==> config.mk <==
export PLATFORM = sky130hd
export DESIGN_NAME = pfa_ctrl
export DESIGN_NICKNAME = d
export VERILOG_FILES = /design/src/logic/pfa_pkg.sv /design/src/logic/pfa_nco.sv /design/src/logic/pfa_ctrl.sv
export SDC_FILE = /design/constraint.sdc
export NUM_CORES = 1
export LEC_CHECK = 0
export BUFFER_PORTS_ARGS = -buffer_cell sky130_fd_sc_hd__buf_2
export CORE_ASPECT_RATIO = 0.8
export CORE_UTILIZATION = 40
export DETAILED_ROUTE_END_ITERATION = 7
export GPL_TIMING_DRIVEN = 0
export PLACE_DENSITY = 0.65
export SETUP_SLACK_MARGIN = 0.4
export SLEW_MARGIN = 20
export SYNTH_ARGS = -nofsm -noshare
export SYNTH_HDL_FRONTEND = slang
export SYNTH_HIERARCHICAL = 1
export SYNTH_SLANG_ARGS = --single-unit
==> constraint.sdc <==
create_clock -name hclk -period 3.4 [get_ports hclk]
set_input_delay 0.68 -clock hclk [delete_from_list [all_inputs] [get_ports hclk]]
set_output_delay 0.68 -clock hclk [all_outputs]
set_load 0.02 [all_outputs]
==> src/logic/pfa_pkg.sv <==
/*
  Shared constants for the loop-filter, slope-limiter, realignment and
  clock-synthesis control block: register map, field positions, reset values,
  timing counts and synthesizer increments.
  Assumes a single 200 MHz system clock and a 32-bit AHB-Lite register bus.
*/
package pfa_pkg;

  // ********************************************
  // Clock and register map
  // ********************************************
  localparam longint CLK_HZ = 200000000;
  localparam logic [7:0] OFS_CTRL = 8'h00;
  localparam logic [7:0] OFS_STATUS = 8'h04;
  localparam logic [7:0] OFS_LIMIT = 8'h08;
  localparam int CTRL_BASE_BIT = 0;
  localparam int CTRL_EXT_BIT = 1;
  localparam int CTRL_SW_BIT = 2;
  localparam int CTRL_ALIGN_BIT = 3;
  localparam logic [3:0] CTRL_RST = 4'h0;
  localparam int ST_LOCK_BIT = 0;
  localparam int ST_HOLD_BIT = 1;
  localparam int ST_ALIGN_BIT = 2;
  localparam int ST_RANGE_BIT = 3;
  localparam int ST_MODE_LSB = 4;
  localparam int ST_CLAMP_BIT = 6;

  typedef enum logic [1:0] {
    PFA_F1P5 = 2'b00,
    PFA_F0P1 = 2'b01,
    PFA_F12 = 2'b10,
    PFA_F6 = 2'b11
  } pfa_filter_e;

  typedef enum logic [1:0] {
    PFA_IDLE = 2'b00,
    PFA_HOLD = 2'b01,
    PFA_RELOCK = 2'b10
  } pfa_state_e;

  // ********************************************
  // Timing
  // ********************************************
  localparam longint NS_PER_S = 1000000000;
  localparam longint HOLD_NS = 200;
  localparam longint HOLD_CYC = (HOLD_NS * CLK_HZ + NS_PER_S - 1) / NS_PER_S;
  localparam longint LOCK_DROP_S = 5;
  localparam longint LOCK_LOW_S = 10;
  localparam longint LOCK_DROP_CYC = LOCK_DROP_S * CLK_HZ;
  localparam longint LOCK_LOW_CYC = LOCK_LOW_S * CLK_HZ;
  localparam longint FRAME_US = 125;
  localparam longint FRAME_CYC = FRAME_US * CLK_HZ / 1000000;
  localparam longint FP_WIDE_NS = 244;
  localparam longint FP_MID_NS = 122;
  localparam longint FP_NARROW_NS = 61;
  localparam longint FP_WIDE_CYC = (FP_WIDE_NS * CLK_HZ + NS_PER_S - 1) / NS_PER_S;
  localparam longint FP_MID_CYC = (FP_MID_NS * CLK_HZ + NS_PER_S - 1) / NS_PER_S;
  localparam longint FP_NARROW_CYC = (FP_NARROW_NS * CLK_HZ + NS_PER_S - 1) / NS_PER_S;

  // ********************************************
  // Slope limits, picoseconds per 125 us error sample, and pull range in ppm
  // ********************************************
  localparam int ERR_W = 24;
  localparam longint SAMPLE_US = 125;
  localparam longint SLOPE_1P5_PS = 41000;
  localparam longint SLOPE_6_PS = 50000;
  localparam longint SLOPE_WIN_NS = 1326;
  localparam longint SLOPE_0P1_PS = 885000;
  localparam longint RLN_0P1_PPB = 727;
  localparam longint RLN_FAST_PPB = 31000;
  localparam logic [ERR_W-2:0] LIM_1P5 = (ERR_W-1)'(SLOPE_1P5_PS * SAMPLE_US / SLOPE_WIN_NS);
  localparam logic [ERR_W-2:0] LIM_6 = (ERR_W-1)'(SLOPE_6_PS * SAMPLE_US / SLOPE_WIN_NS);
  localparam logic [ERR_W-2:0] LIM_0P1 = (ERR_W-1)'(SLOPE_0P1_PS * SAMPLE_US / 1000000);
  localparam logic [ERR_W-2:0] LIM_RLN_0P1 = (ERR_W-1)'(RLN_0P1_PPB * SAMPLE_US / 1000);
  localparam logic [ERR_W-2:0] LIM_RLN_FAST = (ERR_W-1)'(RLN_FAST_PPB * SAMPLE_US / 1000);
  localparam logic [ERR_W-2:0] LIM_NONE = '1;
  localparam logic [7:0] PULL_PPM = 8'h14;

  // ********************************************
  // Synthesizer clocks
  // ********************************************
  localparam int NCLK = 12;
  localparam int CK_34 = 9;
  localparam int CK_44 = 10;
  localparam int CK_OPT = 11;
  localparam longint FREQ_HZ [NCLK] = '{1544000, 2048000, 4096000, 6312000, 8192000,
                                       8592000, 11184000, 16384000, 19440000,
                                       34368000, 44736000, 155520000};

  function automatic logic [31:0] nco_inc(input longint f_hz);
    nco_inc = 32'((f_hz << 32) / CLK_HZ);
  endfunction : nco_inc

endpackage : pfa_pkg

==> src/logic/pfa_nco.sv <==
/*
  Phase-accumulator clock generator: one square wave at a fixed increment.
  Assumes a synchronous clear from the parent to align the phase.
*/
`timescale 1ns/1ps
module pfa_nco
  import pfa_pkg::*;
#(
  parameter logic [31:0] INC = 32'h0000_0001
) (
  input wire logic hclk,
  input wire logic hresetn,
  input wire logic clr,
  output logic clk_out
);

  logic [31:0] acc_r;

  always_ff @(posedge hclk or negedge hresetn) begin
    if (!hresetn) begin
      acc_r <= 32'h0000_0000;
    end else if (clr) begin
      acc_r <= 32'h0000_0000;
    end else begin
      acc_r <= acc_r + INC;
    end
  end

  always_ff @(posedge hclk or negedge hresetn) begin
    if (!hresetn) begin
      clk_out <= 1'b0;
    end else begin
      clk_out <= acc_r[31];
    end
  end

endmodule : pfa_nco

==> src/logic/pfa_ctrl.sv <==
/*
  Loop-filter selection, phase-slope limiter, realignment sequencer, lock
  indication and clock/frame synthesis control, with an AHB-Lite register slave.
  Assumes pins are asynchronous and the core-loop signals share hclk.
*/
`timescale 1ns/1ps
module pfa_ctrl
  import pfa_pkg::*;
#(
  parameter logic [31:0] LOCK_DROP = 32'(LOCK_DROP_CYC),
  parameter logic [31:0] LOCK_LOW = 32'(LOCK_LOW_CYC),
  parameter logic [15:0] FRAME_LEN = 16'(FRAME_CYC)
) (
  input wire logic hclk,
  input wire logic hresetn,
  input wire logic hsel,
  input wire logic [31:0] haddr,
  input wire logic [1:0] htrans,
  input wire logic hwrite,
  input wire logic [2:0] hsize,
  input wire logic [31:0] hwdata,
  input wire logic hready,
  output logic [31:0] hrdata,
  output logic hreadyout,
  output logic hresp,
  input wire logic filter_select_base,
  input wire logic phase_realign_n,
  input wire logic high_rate_output_select,
  input wire logic pdh_line_rate_select,
  input wire logic pll_locked,
  input wire logic holdover_req,
  input wire logic ref_switch,
  input wire logic [7:0] ref_offset_ppm,
  input wire logic [ERR_W-1:0] phase_err,
  input wire logic phase_err_valid,
  output logic [ERR_W-1:0] osc_err,
  output logic osc_err_valid,
  output logic phase_null,
  output logic holdover,
  output logic lock,
  output logic [NCLK-1:0] synth_clk,
  output logic optical_rate_clock,
  output logic pdh_line_clock,
  output logic frame_pulse_wide_low,
  output logic frame_pulse_mid_high,
  output logic frame_pulse_narrow_low
);

  localparam int HOLD_LEN = int'(HOLD_CYC);
  localparam int HOLD_AFTER = int'(HOLD_CYC) + 1;

  // ************************************************
  // Pin synchronizers
  // ************************************************
  logic [3:0] pin_raw;
  logic [3:0] pin_s1_r;
  logic [3:0] pin_s2_r;
  assign pin_raw = {pdh_line_rate_select, high_rate_output_select, phase_realign_n,
                    filter_select_base};

  genvar gi;
  generate
    for (gi = 0; gi < 4; gi++) begin : g_sync
      always_ff @(posedge hclk or negedge hresetn) begin
        if (!hresetn) begin
          pin_s1_r[gi] <= 1'b1;
          pin_s2_r[gi] <= 1'b1;
        end else begin
          pin_s1_r[gi] <= pin_raw[gi];
          pin_s2_r[gi] <= pin_s1_r[gi];
        end
      end
    end
  endgenerate

  // ************************************************
  // AHB-Lite register slave
  // ************************************************
  logic [3:0] ctrl_r;
  logic wr_pend_r;
  logic rd_pend_r;
  logic [7:0] addr_r;
  logic [31:0] status_w;
  logic [ERR_W-2:0] lim_r;
  logic take;

  assign take = hsel && hready && htrans[1];
  assign hreadyout = 1'b1;
  assign hresp = 1'b0;

  always_ff @(posedge hclk or negedge hresetn) begin
    if (!hresetn) begin
      wr_pend_r <= 1'b0;
      rd_pend_r <= 1'b0;
      addr_r <= 8'h00;
    end else begin
      wr_pend_r <= take && hwrite;
      rd_pend_r <= take && !hwrite;
      if (take) begin
        addr_r <= haddr[7:0];
      end
    end
  end

  always_ff @(posedge hclk or negedge hresetn) begin
    if (!hresetn) begin
      ctrl_r <= CTRL_RST;
    end else if (wr_pend_r && addr_r == OFS_CTRL) begin
      ctrl_r <= hwdata[3:0];
    end
  end

  always_ff @(posedge hclk or negedge hresetn) begin
    if (!hresetn) begin
      hrdata <= 32'h0000_0000;
    end else if (take && !hwrite) begin
      unique case (haddr[7:0])
        OFS_CTRL: hrdata <= {28'h0000_000, ctrl_r};
        OFS_STATUS: hrdata <= status_w;
        OFS_LIMIT: hrdata <= {{(33 - ERR_W){1'b0}}, lim_r};
        default: hrdata <= 32'h0000_0000;
      endcase
    end
  end

  // ************************************************
  // Filter selection and slope limit
  // ************************************************
  pfa_filter_e mode;
  pfa_state_e st_r;
  logic sw_mode;
  assign sw_mode = ctrl_r[CTRL_SW_BIT];

  always_comb begin
    if (sw_mode) begin
      mode = pfa_filter_e'({ctrl_r[CTRL_EXT_BIT], ctrl_r[CTRL_BASE_BIT]});
    end else begin
      mode = pfa_filter_e'({1'b0, pin_s2_r[0]});
    end
  end

  function automatic logic [ERR_W-2:0] slope_lim(input pfa_filter_e m, input logic rln);
    unique case (m)
      PFA_F1P5: slope_lim = rln ? LIM_RLN_FAST : LIM_1P5;
      PFA_F0P1: slope_lim = rln ? LIM_RLN_0P1 : LIM_0P1;
      PFA_F6: slope_lim = rln ? LIM_RLN_FAST : LIM_6;
      PFA_F12: slope_lim = LIM_NONE;
    endcase
  endfunction : slope_lim

  always_ff @(posedge hclk or negedge hresetn) begin
    if (!hresetn) begin
      lim_r <= LIM_1P5;
    end else begin
      lim_r <= slope_lim(mode, st_r != PFA_IDLE);
    end
  end

  logic err_neg;
  logic [ERR_W-1:0] err_mag;
  logic clamp_hit;
  assign err_neg = phase_err[ERR_W-1];
  assign err_mag = err_neg ? ERR_W'(-phase_err) : phase_err;
  assign clamp_hit = err_mag > {1'b0, lim_r};

  always_ff @(posedge hclk or negedge hresetn) begin
    if (!hresetn) begin
      osc_err <= '0;
      osc_err_valid <= 1'b0;
    end else begin
      osc_err_valid <= phase_err_valid;
      if (phase_err_valid) begin
        if (!clamp_hit) begin
          osc_err <= phase_err;
        end else if (err_neg) begin
          osc_err <= ERR_W'(-{1'b0, lim_r});
        end else begin
          osc_err <= {1'b0, lim_r};
        end
      end
    end
  end

  // ************************************************
  // Realignment sequencer
  // ************************************************
  logic align_n;
  logic align_n_r;
  logic start;
  logic [31:0] tmr_r;
  logic slow_r;
  logic hold_req_r;
  logic in_range;
  logic lock_drop;
  logic hold_done;

  assign align_n = pin_s2_r[1] && !ctrl_r[CTRL_ALIGN_BIT];
  assign start = align_n_r && !align_n && lock && st_r == PFA_IDLE;
  assign hold_done = st_r == PFA_HOLD && tmr_r == 32'(HOLD_LEN - 1);

  always_ff @(posedge hclk or negedge hresetn) begin
    if (!hresetn) begin
      align_n_r <= 1'b1;
      hold_req_r <= 1'b0;
    end else begin
      align_n_r <= align_n;
      hold_req_r <= holdover_req;
    end
  end

  always_ff @(posedge hclk or negedge hresetn) begin
    if (!hresetn) begin
      st_r <= PFA_IDLE;
      tmr_r <= 32'h0000_0000;
    end else begin
      unique case (st_r)
        PFA_IDLE: begin
          tmr_r <= 32'h0000_0000;
          if (start) begin
            st_r <= PFA_HOLD;
          end
        end
        PFA_HOLD: begin
          if (hold_done) begin
            st_r <= PFA_RELOCK;
            tmr_r <= 32'h0000_0000;
          end else begin
            tmr_r <= tmr_r + 32'h0000_0001;
          end
        end
        PFA_RELOCK: begin
          if (tmr_r == LOCK_DROP + LOCK_LOW - 32'h0000_0001) begin
            st_r <= PFA_IDLE;
          end else begin
            tmr_r <= tmr_r + 32'h0000_0001;
          end
        end
        default: st_r <= PFA_IDLE;
      endcase
    end
  end

  always_ff @(posedge hclk or negedge hresetn) begin
    if (!hresetn) begin
      slow_r <= 1'b0;
    end else if (start) begin
      slow_r <= !mode[1];
    end
  end

  assign lock_drop = slow_r && st_r == PFA_RELOCK && tmr_r >= LOCK_DROP;
  assign in_range = ref_offset_ppm[7] ? (8'(-ref_offset_ppm) <= PULL_PPM)
                                      : (ref_offset_ppm <= PULL_PPM);

  always_ff @(posedge hclk or negedge hresetn) begin
    if (!hresetn) begin
      lock <= 1'b0;
      holdover <= 1'b0;
      phase_null <= 1'b0;
    end else begin
      lock <= pll_locked && in_range && !lock_drop;
      holdover <= holdover_req || start || (st_r == PFA_HOLD && !hold_done);
      phase_null <= ref_switch || (hold_req_r && !holdover_req) || hold_done;
    end
  end

  assign status_w = {25'h000_0000, clamp_hit, mode, in_range, st_r != PFA_IDLE,
                     holdover, lock};

  // ************************************************
  // Clock synthesizer and frame pulses
  // ************************************************
  generate
    for (gi = 0; gi < NCLK; gi++) begin : g_nco
      pfa_nco #(.INC(nco_inc(FREQ_HZ[gi]))) u_nco (
        .hclk(hclk),
        .hresetn(hresetn),
        .clr(phase_null),
        .clk_out(synth_clk[gi])
      );
    end
  endgenerate

  always_ff @(posedge hclk or negedge hresetn) begin
    if (!hresetn) begin
      optical_rate_clock <= 1'b0;
      pdh_line_clock <= 1'b0;
    end else begin
      optical_rate_clock <= !pin_s2_r[2] && synth_clk[CK_OPT];
      if (pin_s2_r[2]) begin
        pdh_line_clock <= pin_s2_r[3] ? synth_clk[CK_44] : synth_clk[CK_34];
      end else begin
        pdh_line_clock <= 1'b0;
      end
    end
  end

  logic [15:0] fcnt_r;
  always_ff @(posedge hclk or negedge hresetn) begin
    if (!hresetn) begin
      fcnt_r <= 16'h0000;
    end else if (phase_null || fcnt_r == FRAME_LEN - 16'h0001) begin
      fcnt_r <= 16'h0000;
    end else begin
      fcnt_r <= fcnt_r + 16'h0001;
    end
  end

  always_ff @(posedge hclk or negedge hresetn) begin
    if (!hresetn) begin
      frame_pulse_wide_low <= 1'b1;
      frame_pulse_mid_high <= 1'b0;
      frame_pulse_narrow_low <= 1'b1;
    end else begin
      frame_pulse_wide_low <= !(fcnt_r < 16'(FP_WIDE_CYC));
      frame_pulse_mid_high <= fcnt_r < 16'(FP_MID_CYC);
      frame_pulse_narrow_low <= !(fcnt_r < 16'(FP_NARROW_CYC));
    end
  end
endmodule : pfa_ctrl

==> Word level (Yosys, flattened, before mapping) <==
Cells that the tools add are included.
{ "totals": {"reg_bits": 558, "input_bits": 114, "output_inout_bits": 79, "word_cells": 163} }
{ "op_classes": {"n_addsub": 17, "n_lt_le_gt_ge": 7, "eq_ne": 14, "n_mux": 32, "reduce_logical": 40} }
{ "ops": {"columns": ["cell", "count"], "rows": [
  ["$mux W32", 14],
  ["$add A32 B28 Y32 const B", 4],
  ["$pmux W32 S3", 1],
  ["$pmux W23 S4", 1],
  ["$mux W24", 3],
  ["$pmux W23 S3", 1],
  ["$add A32 B29 Y32 const B", 2],
  ["$add A32 B30 Y32 const B", 2],
  ["$add A32 B1 Y32 const B", 1],
  ["$add A32 B25 Y32 const B", 1],
  ["$add A32 B26 Y32 const B", 1],
  ["$add A32 B27 Y32 const B", 1],
  ["$add A32 B32 Y32 const B", 1],
  ["$eq A32 B32 Y1 const B", 1],
  ["$eq A32 B6 Y1 const B", 1],
  ["$ge A32 B30 Y1 const B", 1],
  ["$gt A24 B23 Y1", 1],
  ["$neg A23 Y24", 1],
  ["$neg A24 Y24", 1],
  ["$logic_and A1 B1 Y1", 17],
  ["$add A16 B1 Y16 const B", 1],
  ["$eq A16 B15 Y1 const B", 1],
  ["$le A8 B5 Y1 const B", 2],
  ["$logic_not A8 Y1", 2],
  ["other kinds (22)", 48]
]} }

==> Depth between registers and ports, before layout <==
Gate-level depths: netlist (run 1).
{ "logic_depth": {"depth_word": 8, "mapped_depth": 16, "ltp_nobuf": 15} }

==> By module <==
The synthesis (run 1) kept the hierarchy.
{ "modules_own_cells": {"columns": ["mod", "n_inst", "cells_per_inst", "area_per_inst_um2", "seq_area_each_um2"], "rows": [
  ["pfa_ctrl", 1, 827, 7423.4, 3221.8],
  ["pfa_nco (g_nco[1].u_nco)", 1, 201, 1906.8, 825.8],
  ["pfa_nco (g_nco[5].u_nco)", 1, 207, 1869.3, 825.8],
  ["pfa_nco (g_nco[2].u_nco)", 1, 189, 1800.5, 800.8],
  ["pfa_nco (g_nco[4].u_nco)", 1, 187, 1793.0, 775.7],
  ["pfa_nco (g_nco[8].u_nco)", 1, 185, 1786.7, 825.8],
  ["pfa_nco (g_nco[11].u_nco)", 1, 177, 1773.0, 825.8],
  ["pfa_nco (g_nco[3].u_nco)", 1, 181, 1727.9, 825.8],
  ["pfa_nco (g_nco[7].u_nco)", 1, 179, 1705.4, 750.7],
  ["pfa_nco (g_nco[9].u_nco)", 1, 175, 1700.4, 775.7],
  ["pfa_nco (g_nco[6].u_nco)", 1, 174, 1695.4, 825.8],
  ["pfa_nco (g_nco[10].u_nco)", 1, 173, 1677.9, 775.7],
  ["pfa_nco (g_nco[0].u_nco)", 1, 158, 1672.9, 825.8]
]} }

==> Worst setup path before layout (run 1) <==
No wires, ideal clock.
{ "synth_timing": {"path_kind": "in2reg", "from": "input port phase_err[17]", "to": "register osc_err[4]", "setup_time_ps": 126, "arrival_time_ps": 3975, "t_required_ps": 3274, "path_slack_ps": -701, "cell_stages": 13, "n_path_buf": 1, "path_cell_list": "or4_1 > or2_1 > or3_1 > o21ai_0 > xnor2_1 > ha_1 > and4_1 > a221oi_1 > mux2_2 > a21o_1 > clkbuf_1 > nand2_1 > a221o_1"} }
{ "synth_between": {"elab_chain_cells": 4} }
{ "synth_rtl": {"columns": ["item", "line_no", "source"], "rows": [
  ["start: declaration", "pfa_ctrl.sv:34", "input wire logic [ERR_W-1:0] phase_err,"],
  ["$neg A24 Y24", "pfa_ctrl.sv:163", "assign err_mag = err_neg ? ERR_W'(-phase_err) : phase_err;"],
  ["$mux W24 *", "pfa_ctrl.sv:163", null],
  ["$gt A24 B23 Y1 *", "pfa_ctrl.sv:164", "assign clamp_hit = err_mag > {1'b0, lim_r};"],
  ["$mux W24 *", "pfa_ctrl.sv:173", "if (!clamp_hit) begin"],
  ["end signal: assignment", "pfa_ctrl.sv:174", "osc_err <= phase_err;"],
  ["end signal: assignment", "pfa_ctrl.sv:176", "osc_err <= ERR_W'(-{1'b0, lim_r});"],
  ["end signal: assignment", "pfa_ctrl.sv:178", "osc_err <= {1'b0, lim_r};"],
  ["end: declaration", "pfa_ctrl.sv:36", "output logic [ERR_W-1:0] osc_err,"]
]} }
Mark *: on every way between the ends. The rest lies on a longest branch, timed or not.
A chain may end at the register's enable or synchronous reset.

==> Worst setup path after layout (run 1) <==
{ "layout_timing": {"from": "input port phase_err[17]", "to": "register osc_err[15]"} }
The elaborated chain is that of the path after synthesis.

==> results of run 1 <==
[where the power goes]
part,leakage (nW),total [W],switching (W),internal (W)
logic,6.34,0.00390,0.00222,0.00168
clock network,0.936,0.00635,0.00269,0.00366
registers,6.76,0.00747,0.000706,0.00677
[cell usage in the layout (no fill, tap or decap), types with 21 or more instances in the layout]
cell type / count
nand2b_1: 33
nand4_1: 43
or3_1: 46
buf_2: 132
nand3_1: 87
o21a_1: 23
nor4_1: 23
nor3_1: 108
inv_1: 76
a31oi_1: 27
xnor2_1: 138
mux2_2: 39
nor2b_1: 72
buf_4: 34
o21ai_1: 21
ha_1: 45
nand2_1: 205
o211ai_1: 21
xor2_1: 87
o31ai_1: 33
clkbuf_1: 72
a211oi_1: 29
o21ai_0: 155
and3_1: 24
clkbuf_16: 57
dfrtp_1: 498
nor2_1: 418
a21oi_1: 173
[timing repair]
| action | CTS | global route |
|---|---|---|
| cloned | 3 | 0 |
| gates resized for setup | 53 | 28 |
| setup endpoints to repair | 25 | 48 |
| pin swaps | 15 | 14 |
| hold buffers | 1 | 0 |
| setup buffers | 11 | 5 |
| hold endpoints to repair | 29 | 0 |
[worst paths after layout]
check / startpoint / end / slack [ps] / cells after the start
min in group asynchronous: hresetn / g_nco[5].u_nco/acc_r[29] / 510 / 2
max in group asynchronous: hresetn / g_nco[1].u_nco/acc_r[22] / 1340 / 5
min: pdh_line_rate_select / pin_s1_r[3] / 150 / 1
max: phase_err[17] / osc_err[15] / -40 / 14
max reg2reg: lim_r[21] / osc_err[6] / 370 / 11
min reg2reg: pin_s1_r[1] / pin_s2_r[1] / 350 / 0
[kinds of logic after synthesis]
group                    count (synthesis)
AO/OA/AOI/OAI                          702
buffers and inverters                  207
flip-flops                             514
AND/OR/NAND/NOR                       1246
multiplexers                            71
adder cells (fa/ha/maj)                 45
XOR/XNOR                               226
other                                    2
[routing by layer]
layer	share of wire (%)	routed length [um]	global-route usage (%)	up-vias
met5	0	0	0	-
met4	1.8	1160	4.43	0
met3	4.6	2890	2.50	79
met2	42	26700	26.1	442
met1	51	32200	26.7	10900
li1	-	-	-	11200
[worst reg2reg max path, stage by stage (launching register included)]
cell and delay, ps:
dfrtp_1 530, inv_1 330, ha_1 400, a21o_1 160, a21o_1 200, a221oi_4 290
mux2_4 210, a21o_1 150, buf_8 150, buf_12 110, a211oi_2 60, a311o_1 300
[sequential cells by signal (all words and copies together), names as in the netlist, 2 cells and up]
register / count
fcnt_r: 16
g_nco.u_nco/clk_out: 12
ctrl_r: 4
pin_s1_r: 4
lim_r: 10
addr_r: 8
g_nco.u_nco/acc_r: 374
tmr_r: 32
hrdata: 11
pin_s2_r: 4
osc_err: 24
st_r: 2
[through the flow]
| step | utilization, % | worst slack, ps | total power (W) |
|---|---|---|---|
| CTS | 46.8 | 21.5 | 0.0179 |
| floorplan | - | -337 | 0.0102 |
| global route | 47.0 | -117 | 0.0188 |
| finish | 47.0 | -41.0 | 0.0177 |
| detailed placement | 43.5 | -1180 | 0.0112 |
| global placement | 43.2 | -9210 | 0.0111 |
[area by class of cell]
type                       count  area, um^2  area share (%)
clock buffer                  67        1500            4.53
multi-input combinational   2301       15100            45.7
clock inverter                37         427            1.29
tap                          934        1170            3.52
buffer                       129         696            2.10
inverter                      78         293           0.883
timing repair buffer         151        1050            3.18
sequential                   514       12900            38.8
==> qor.tcl, run 1 <==
set qor(run_status) {finished with violations}
set qor(violations_in_the_final_reports) {setup timing}
set qor(finalWorstSetupSlack_ps) -41.0
set qor(synth-xor-area-share_pct) 6.94
set qor(port_buffers) 124
set qor(place_congestion) 0.870
set qor(detailedRoute.firstPassIterationCount) 7
set qor(cp_top_family) {simple AND/OR/NAND/NOR gates}
set qor(synth_top_area_cell) {dfrtp_1}
set qor(synth-adder-area-share_pct) 1.97
set qor(vias_per_std_cell) 5.38
set qor(ant_nets) 0
set qor(grt_start_max_net_pins) 99
set qor(timing.final.crit_period_ps) 3440
set qor(final_instance_count_excl_fillers) 4211
set qor(synth_commonest_cells) {dfrtp_1, nor2_1, nand2_1}
set qor(setup_viol) 12
set qor(timing.critical_path.to_type) {flip-flop}
set qor(dominant_combinational_cell_family_by_area_after_synthesis) {simple AND/OR/NAND/NOR gates}
set qor(finalInstanceArea_um2) 33200
set qor(hpwl_um) 42700
set qor(vdd_drop_max_v) 0.000384
set qor(min-delay-path-class) {primary input to flip-flop}
set qor(wire_per_inst_um) 15.0
set qor(boundaryPins) 193
set qor(initial_utilization_pct) 40.4
set qor(grt_antenna_before_repair) 0
set qor(design.final.nets) 3390
set qor(slew_headroom_pct) 51.4
set qor(synth_largest_type_area_fraction_pct) 43.8
set qor(routed_via_count) 22600
set qor(timing.final.crit_share_pct) 101
set qor(core-area_um2) 70500
set qor(unrepaired_setup_endpoints_after_global_routing) {yes}
set qor(leakage_nw) 14.0
set qor(max-cap-violations) 0
set qor(pwr_density_cell_nw_per_um2) 534
set qor(cp_data_arrival_time_ps) 3880
set qor(synthMuxAreaShare_pct) 2.81
set qor(drive_gt1_share_pct) 16.0
set qor(synth_simple_gate_area_share_pct) 22.6
set qor(mappedNetlistArea_um2) 28500
set qor(drt-total-wl_um) 63000
set qor(report.final.hold_viol_count) 0
set qor(synthesis.yosys.warnings) 6
set qor(place_inst) 4087
set qor(async_reset_ff_share_pct) 100
set qor(max_freq_mhz) 291
set qor(avgSynthCellArea_um2) 9.47
set qor(grt.overflow.total) 0
set qor(syn_inst) 3013
set qor(dieHeight_um) 241
set qor(ctsLongestPathBuffers) 3
set qor(crit_chain) {buf_8 -> or4_4 -> or2_1 -> or3_4 -> o21ai_4 -> xnor2_2 -> ha_1 -> and4_4 -> nand4_1 -> mux2_4 -> a21o_1 -> buf_8 -> a21oi_2 -> a211oi_1}
set qor(syn_to_final_growth_pct) 16.3
set qor(cpPeakStageDelay_ps) 520
set qor(fill_cells) 6601
set qor(buffers_plus_inverters_on_the_worst_setup_path) 2
set qor(cts-buffers-inserted) 56
set qor(fin_hold_ws_ps) 154
set qor(yosysUniqueCellTypes) 137
set qor(std_cell_rows) 87
set qor(cts_root_buffer) {clkbuf_16}
set qor(grt.total_usage_pct) 17.6
set qor(global_route_wire_length_before_repair_um) 108000
set qor(floorplan.die_area_um2) 72400
set qor(synth_seq_cells) 514
set qor(max_slew_violation_total_from_the_final_report) 0
set qor(critical_path.max_fanout) 5
set qor(tightestPinTransition_ps) 724
set qor(drtIter0Drc) 1488
set qor(synth_compound_area_share_pct) 17.2
set qor(clk_transition_reported_paths_ps) 70
set qor(n_antenna_cell) 0
set qor(timing.critical_path.slowest_stage_cell) {or4_4}
set qor(synth_enable_flop_cells) 0
set qor(synth.yosys.seq_area_share_pct) 45.1
set qor(die-width_um) 301
set qor(ys_dominant_reg_cell) {dfrtp_1}
set qor(fin_setup_tns_ps) -293
set qor(worst_ep_required_time_ps) 3840
set qor(worst_path_most_repeated_cell) {buf_8}
set qor(start_kind) {primary input}
set qor(synthTopCellsByArea) {dfrtp_1, nor2_1, xnor2_1}
set qor(critical_path_type) {primary input to flip-flop}
set qor(via_count_of_the_first_global_routing_pass) 21400
set qor(synth_most_common_cell) {dfrtp_1}
set qor(clkSinkCount) 514
set qor(clock-skew-final_ps) 37.3
set qor(clk_latency_ps) 620
set qor(dpl-instance-area_um2) 30600
set qor(cts_tree) {done}
set qor(drc_errors) 0
set qor(clock_tree.htree_level_count) 2
Power figures use the tool's default switching activity.
==> inputs of run 2 (changes only) <==
--- a/config.mk
+++ b/config.mk
@@ -6,11 +6,12 @@
 export NUM_CORES = 1
 export LEC_CHECK = 0
 export BUFFER_PORTS_ARGS = -buffer_cell sky130_fd_sc_hd__buf_2
+export CELL_PAD_IN_SITES_DETAIL_PLACEMENT = 0
+export CELL_PAD_IN_SITES_GLOBAL_PLACEMENT = 2
 export CORE_ASPECT_RATIO = 0.8
-export CORE_UTILIZATION = 40
+export CORE_UTILIZATION = 39
 export DETAILED_ROUTE_END_ITERATION = 7
-export GPL_TIMING_DRIVEN = 0
-export PLACE_DENSITY = 0.65
+export PLACE_DENSITY = 0.88
 export SETUP_SLACK_MARGIN = 0.4
 export SLEW_MARGIN = 20
 export SYNTH_ARGS = -nofsm -noshare
==> run 2 against run 1 <==
- the flow still finishes with violations (setup timing)
- via count increased by 0.64%
- worst setup slack lost 41 ps
- clock-buffer cell count is 21 higher
- die area is 2.5% higher
- flip-flop and latch count unchanged
- utilization is 1.8 points lower
- power fell by 1.5%
- largest power group unchanged
==> qor.tcl, run 2 (same netlist as run 1, synthesis figures left out) <==
set qor(fin_hold_ws_ps) 20.8 ;# -133 ps
set qor(run_status) {finished with violations}
set qor(post_place_setup_slack_ps) -779 ;# +397 ps
set qor(vdd_drop_max_v) 0.000351 ;# -8.6%
set qor(global_route_wire_length_before_repair_um) 113000 ;# +4.7%
set qor(drt-total-wl_um) 66100 ;# +5.0%
set qor(hpwl_um) 45400 ;# +6.5%
set qor(critical_path_type) {primary input to flip-flop}
set qor(fill_cells) 6853 ;# +3.8%
set qor(clkSinkCount) 514 ;# unchanged
set qor(timing.rr.start) {lim_r[21]}
set qor(share_seq_of_total_power_pct) 43.6 ;# +1.4 points
set qor(core-area_um2) 72200 ;# +2.4%
set qor(reg_top3) {g_nco.u_nco/acc_r: 374 flops, tmr_r: 32 flops, osc_err: 24 flops}
set qor(intPower_w) 0.0120 ;# -0.94%
set qor(power.total_w) 0.0175 ;# -1.5%
set qor(std_cell_rows) 88 ;# +1.1%
set qor(cts_tree) {done}
set qor(clock-skew-final_ps) 15.0 ;# -22.3 ps
set qor(port_buffers) 125 ;# +0.81%
set qor(place_congestion) 0.854 ;# -1.8%
set qor(timing.critical_path.to_type) {flip-flop}
set qor(cts-buffers-inserted) 56 ;# unchanged
set qor(drtIter0Drc) 1454 ;# -2.3%
set qor(clock_tree.htree_level_count) 2 ;# unchanged
set qor(ctsLongestPathBuffers) 3 ;# unchanged
set qor(crit-reg2reg-capture) {osc_err[10]}
set qor(floorplan.die_area_um2) 74300 ;# +2.5%
set qor(max_freq_mhz) 287 ;# -1.2%
set qor(mostFrequentLayoutCell) {dfrtp_1}
set qor(finalWorstSetupSlack_ps) -82.3 ;# -41.3 ps
set qor(reg2regPathDepth) 11 ;# unchanged
set qor(via_count_of_the_first_global_routing_pass) 22400 ;# +4.9%
set qor(die-width_um) 304 ;# +1.3%
set qor(violations_in_the_final_reports) {setup timing}
set qor(pwr-share-clk_pct) 35.1 ;# -0.7 points
set qor(unrepaired_setup_endpoints_after_global_routing) {yes}
set qor(clk_latency_ps) 610 ;# about the same
set qor(grt_antenna_before_repair) 2 ;# +2
set qor(dieHeight_um) 244 ;# +1.3%
set qor(net-switching-power_w) 0.00547 ;# -2.7%
set qor(leakage_nw) 13.9 ;# -0.97%
set qor(syn_to_final_growth_pct) 14.6
set qor(vias_per_std_cell) 5.49 ;# +2.1%
set qor(report.final.hold_viol_count) 0 ;# unchanged
set qor(design.final.nets) 3320 ;# -2.1%
set qor(min-delay-path-class) {primary input to async pin}
set qor(timing.final.crit_share_pct) 102 ;# +1.2 points
set qor(tightestPinTransition_ps) 975 ;# +251 ps
set qor(fin_setup_tns_ps) -284 ;# +9.17 ps
set qor(wire_per_inst_um) 15.9 ;# +6.5%
set qor(critical_path.max_fanout) 4 ;# -1
set qor(timing.final.crit_period_ps) 3480 ;# +41.3 ps
set qor(switching_share_pct) 31.3 ;# -0.39 points
set qor(ff2ff_setup_slack_ps) 440 ;# +70 ps
set qor(initial_utilization_pct) 39.5 ;# -0.95 points
set qor(worst_path_most_repeated_cell) {buf_6}
set qor(timing.critical_path.slowest_stage_cell) {or4_4}
set qor(cts_root_buffer) {clkbuf_16}
set qor(routed_via_count) 22800 ;# +0.64%
set qor(largest_register_ffs) 374 ;# unchanged
set qor(seq_area_um2) 12900 ;# unchanged
set qor(max-cap-violations) 0 ;# unchanged
set qor(multi_input_gate_area_in_the_final_layout_um2) 15000 ;# -1.0%
set qor(grt_start_max_net_pins) 90 ;# -9.1%
set qor(detailedRoute.firstPassIterationCount) 5 ;# -2
set qor(start_kind) {primary input}
set qor(regMostFlops) {g_nco.u_nco/acc_r}
set qor(grt.total_usage_pct) 17.9 ;# +0.28 points
set qor(cpPeakStageDelay_ps) 540 ;# +20 ps
set qor(slew_headroom_pct) 35.0 ;# -16 points
set qor(boundaryPins) 193 ;# unchanged
set qor(clk_transition_reported_paths_ps) 60 ;# about the same
set qor(pwr_density_cell_nw_per_um2) 534 ;# about the same
set qor(worst_ep_required_time_ps) 3860 ;# +20 ps
set qor(n_antenna_cell) 0 ;# unchanged
set qor(most-common-layout-cells) {dfrtp_1, nor2_1, nand2_1}
set qor(crit_chain) {buf_6 -> or4_4 -> or2_4 -> or3_4 -> o21ai_2 -> xnor2_1 -> ha_1 -> and4_1 -> a221oi_2 -> mux2_4 -> a21oi_4 -> buf_6 -> buf_16 -> o41ai_4 -> a31oi_1}
set qor(drc_errors) 0 ;# unchanged
set qor(cp_data_arrival_time_ps) 3950 ;# +70 ps
set qor(setup_viol) 11 ;# -1
set qor(share_comb_of_total_power_pct) 21.3 ;# -0.7 points
set qor(drive_gt1_share_pct) 15.7 ;# -0.30 points
set qor(max_slew_violation_total_from_the_final_report) 0 ;# unchanged
set qor(final_util_pct) 45.3 ;# -1.8 points
set qor(postCtsHoldBufs) 0 ;# -1
set qor(ant_nets) 0 ;# unchanged
set qor(grt.overflow.total) 0 ;# unchanged
[run 2: how the worst max path moves through the flow]
stage / from / end / slack, ps / cells after the start
after floorplan: phase_err[17] / osc_err[6] / -340 / 13
after global placement: phase_err[17] / osc_err[22] / -650 / 14
after detailed placement: phase_err[17] / osc_err[18] / -780 / 14
after CTS: phase_err[17] / osc_err[10] / 40 / 15
after global routing: phase_err[5] / osc_err[10] / -180 / 17
final: phase_err[17] / osc_err[10] / -80 / 15
[run 2: cell type report]
cell class	instances	share of cell area, %
clock buffer	88	5.15
clock inverter	14	0.490
inverter	78	0.896
multi-input combinational	2301	45.9
sequential	514	39.4
tap	945	3.62
timing repair buffer	210	4.57
[run 2: critical path: cells and delay by family]
kind            cells  cell delay (ps)
compound gates      5              880
simple gates        4             1340
fa+ha+maj           1              270
xor+xnor            1              150
mux                 1              250
buf+inv             3              380
[run 2: through the flow]
stage          instance area [um^2]  instances
2_1_floorplan                 28700       3022
6_report                      32700       4150
3_3_place_gp                  30500       4040
4_1_cts                       32500       4147
5_1_grt                       32700       4150
3_5_place_dp                  30500       4040
[run 2: power by group through the flow]
stage	clock network [W]	logic (W)	registers [W]
floorplan	0	0.00267	0.00751
global placement	0	0.00350	0.00767
detailed placement	0	0.00360	0.00771
CTS	0.00635	0.00371	0.00761
global route	0.00661	0.00416	0.00773
finish	0.00613	0.00372	0.00761
[run 2: metal layers]
| metal | track usage, % | wire, um | up-vias |
|---|---|---|---|
| li1 | - | - | 11100 |
| met1 | 25.5 | 32300 | 11200 |
| met2 | 28.4 | 29800 | 424 |
| met3 | 2.68 | 2740 | 97 |
| met4 | 4.31 | 1160 | 4 |
| met5 | 0 | 27 | - |
[run 2: what timing repair did]
action,CTS,global route
setup buffers,3,3
pin swaps,8,14
setup endpoints to repair,25,29
resized for setup,15,24
cloned,2,0
==> inputs of run 3 (changes only) <==
--- a/config.mk
+++ b/config.mk
@@ -13,6 +13,7 @@
 export DETAILED_ROUTE_END_ITERATION = 7
 export PLACE_DENSITY = 0.88
 export SETUP_SLACK_MARGIN = 0.4
+export SKIP_CTS_REPAIR_TIMING = 1
 export SLEW_MARGIN = 20
 export SYNTH_ARGS = -nofsm -noshare
 export SYNTH_HDL_FRONTEND = slang
==> run 3 against run 2 <==
- the flow still finishes with violations (setup timing)
- utilization shrank 0.18 points
- cell count is essentially flat
- maximum frequency grew 1.4%
- routed wire length shrank 0.60%
- global-route usage shrank 0.093 points
- worst hold slack lost 0.84 ps
- register-to-register slack gained 160 ps
- worst setup slack gained 48 ps
- flip-flop and latch count is the same
- critical path type unchanged
- largest cell class unchanged
==> qor.tcl, run 3 (same netlist as run 1, synthesis figures left out) <==
set qor(crit-reg2reg-capture) {osc_err[7]}
set qor(unrepaired_setup_endpoints_after_global_routing) {yes}
set qor(finalWorstSetupSlack_ps) -34.2 ;# +48.1 ps
set qor(pwr_density_cell_nw_per_um2) 534 ;# about the same
set qor(clk_latency_ps) 610 ;# about the same
set qor(dieHeight_um) 244 ;# unchanged
set qor(power.total_w) 0.0174 ;# -0.40%
set qor(grt_antenna_before_repair) 2 ;# unchanged
set qor(clock_tree.htree_level_count) 2 ;# unchanged
set qor(boundaryPins) 193 ;# unchanged
set qor(drc_errors) 0 ;# unchanged
set qor(cts_tree) {done}
set qor(clock-skew-final_ps) 15.3 ;# +0.276 ps
set qor(syn_to_final_growth_pct) 14.1
set qor(min-delay-path-class) {primary input to async pin}
set qor(vias_per_std_cell) 5.47 ;# -0.35%
set qor(critical_path.max_fanout) 10 ;# +6
set qor(design.final.nets) 3316 ;# -0.12%
set qor(mostFrequentLayoutCell) {dfrtp_1}
set qor(reg_top3) {g_nco.u_nco/acc_r: 374 flops, tmr_r: 32 flops, osc_err: 24 flops}
set qor(ant_nets) 0 ;# unchanged
set qor(cp_data_arrival_time_ps) 3930 ;# -20 ps
set qor(detailedRoute.firstPassIterationCount) 6 ;# +1
set qor(timing.critical_path.slowest_stage_cell) {or4_4}
set qor(std_cell_rows) 88 ;# unchanged
set qor(crit_chain) {buf_6 -> or4_4 -> or2_4 -> or3_4 -> o21ai_2 -> xnor2_1 -> ha_1 -> and4_1 -> nand4_1 -> mux2_4 -> a21oi_4 -> buf_12 -> nor2_2 -> a311o_1}
set qor(via_count_of_the_first_global_routing_pass) 22400 ;# -0.20%
set qor(setup_viol) 2 ;# -9
set qor(initial_utilization_pct) 39.5 ;# unchanged
set qor(floorplan.die_area_um2) 74300 ;# unchanged
set qor(tightestPinTransition_ps) 967 ;# -8.11 ps
set qor(timing.critical_path.to_type) {flip-flop}
set qor(timing.rr.start) {lim_r[21]}
set qor(start_kind) {primary input}
set qor(slew_headroom_pct) 35.5 ;# +0.54 points
set qor(routed_via_count) 22700 ;# -0.42%
set qor(critical_path_type) {primary input to flip-flop}
set qor(die-width_um) 304 ;# unchanged
set qor(grt.total_usage_pct) 17.8 ;# -0.093 points
set qor(drive_gt1_share_pct) 15.6 ;# -0.17 points
set qor(wire_per_inst_um) 15.8 ;# -0.53%
set qor(max-cap-violations) 0 ;# unchanged
set qor(place_congestion) 0.854 ;# unchanged
set qor(max_slew_violation_total_from_the_final_report) 0 ;# unchanged
set qor(cpPeakStageDelay_ps) 550 ;# about the same
set qor(timing.final.crit_share_pct) 101 ;# -1.4 points
set qor(run_status) {finished with violations}
set qor(violations_in_the_final_reports) {setup timing}
set qor(largest_register_ffs) 374 ;# unchanged
set qor(max_freq_mhz) 291 ;# +1.4%
set qor(place_inst) 4040 ;# unchanged
set qor(worst_ep_required_time_ps) 3900 ;# +40 ps
set qor(ctsLongestPathBuffers) 3 ;# unchanged
set qor(grt_start_max_net_pins) 90 ;# unchanged
set qor(cts_root_buffer) {clkbuf_16}
set qor(most-common-layout-cells) {dfrtp_1, nor2_1, nand2_1}
set qor(regMostFlops) {g_nco.u_nco/acc_r}
set qor(hpwl_um) 45400 ;# unchanged
set qor(leakage_nw) 13.9 ;# -0.32%
set qor(met3WireLength_um) 2980 ;# +8.5%
set qor(met2WireLength_um) 29300 ;# -1.6%
set qor(ff2ff_setup_slack_ps) 600 ;# +160 ps
set qor(global_route_wire_length_before_repair_um) 112000 ;# -0.54%
set qor(timing.final.crit_period_ps) 3430 ;# -48.1 ps
set qor(cts-buffers-inserted) 56 ;# unchanged
set qor(clkSinkCount) 514 ;# unchanged
set qor(final_instance_count_excl_fillers) 4147 ;# -0.072%
set qor(clk_transition_reported_paths_ps) 70 ;# about the same
set qor(port_buffers) 125 ;# unchanged
set qor(reg2regPathDepth) 11 ;# unchanged
set qor(drt-total-wl_um) 65700 ;# -0.60%
set qor(met1_length_um) 32000 ;# -0.91%
set qor(top_signal_layer_used) {met5}
set qor(vdd_drop_max_v) 0.000352 ;# +0.20%
set qor(core-area_um2) 72200 ;# unchanged
set qor(report.final.hold_viol_count) 0 ;# unchanged
set qor(grt.overflow.total) 0 ;# unchanged
set qor(drtIter0Drc) 1435 ;# -1.3%
==> run 3: cell count changes in the layout (fill, tap and decap cells not counted), moves of 2 or more <==
cell	before	now
buf_16	2	0
o41ai_4	3	1
nor3_1	110	113
o41ai_2	3	5
nor3_2	13	11
buf_4	69	66
==> run 3: final cells by class <==
| type | instances | area [um^2] |
|---|---|---|
| Sequential cell | 514 | 12900 |
| Inverter | 78 | 293 |
| Clock buffer | 88 | 1680 |
| Fill cell | 6872 | 39700 |
| Tap cell | 945 | 1180 |
| Clock inverter | 14 | 160 |
| Antenna cell | 1 | 2.50 |
| Multi-Input combinational cell | 2301 | 14900 |
| Timing Repair Buffer | 206 | 1440 |
==> run 3: where the power goes <==
part	internal [W]	switching, W
Combinational	0.00158	0.00208
Clock	0.00361	0.00251
Sequential	0.00677	0.000843
Total	0.0120	0.00543
==> run 3: per-stage QoR <==
stage               utilization [%]  hold WS, ps  instance area (um^2)  setup slack, ps  TNS, ps
global placement               42.3          346                 30500             -648   -14720
global route                   45.1         32.0                 32600             -111    -1040
finish                         45.1         20.0                 32600            -34.2    -50.7
floorplan                         -          345                 28700             -337    -7170
detailed placement             42.3          350                 30500             -779   -17870
CTS                            44.8         10.1                 32400             -137    -1830
==> run 3: worst max path at each step <==
stage,to,cells after the start,startpoint,slack [ps]
after global routing,osc_err[6],14,phase_err[17],-110
after detailed placement,osc_err[18],14,phase_err[17],-780
after floorplan,osc_err[6],13,phase_err[17],-340
after CTS,osc_err[21],14,phase_err[17],-140
after global placement,osc_err[22],14,phase_err[17],-650
final,osc_err[6],14,phase_err[17],-30
==> run 3: metal layers <==
layer,track usage (%),vias up
met4,4.55,4
met3,3.02,111
met2,28.0,427
met1,25.2,11100
li1,-,11100
met5,0,-
==> run 3: critical path: cells and delay by family <==
family	cells	cell delay (ps)
and+or+nand+nor	6	1570
adders and majority gates	1	320
xor gates and xnor gates	1	90
muxes	1	350
AOI/OAI and AO/OA	3	670
buffers and inverters	2	260
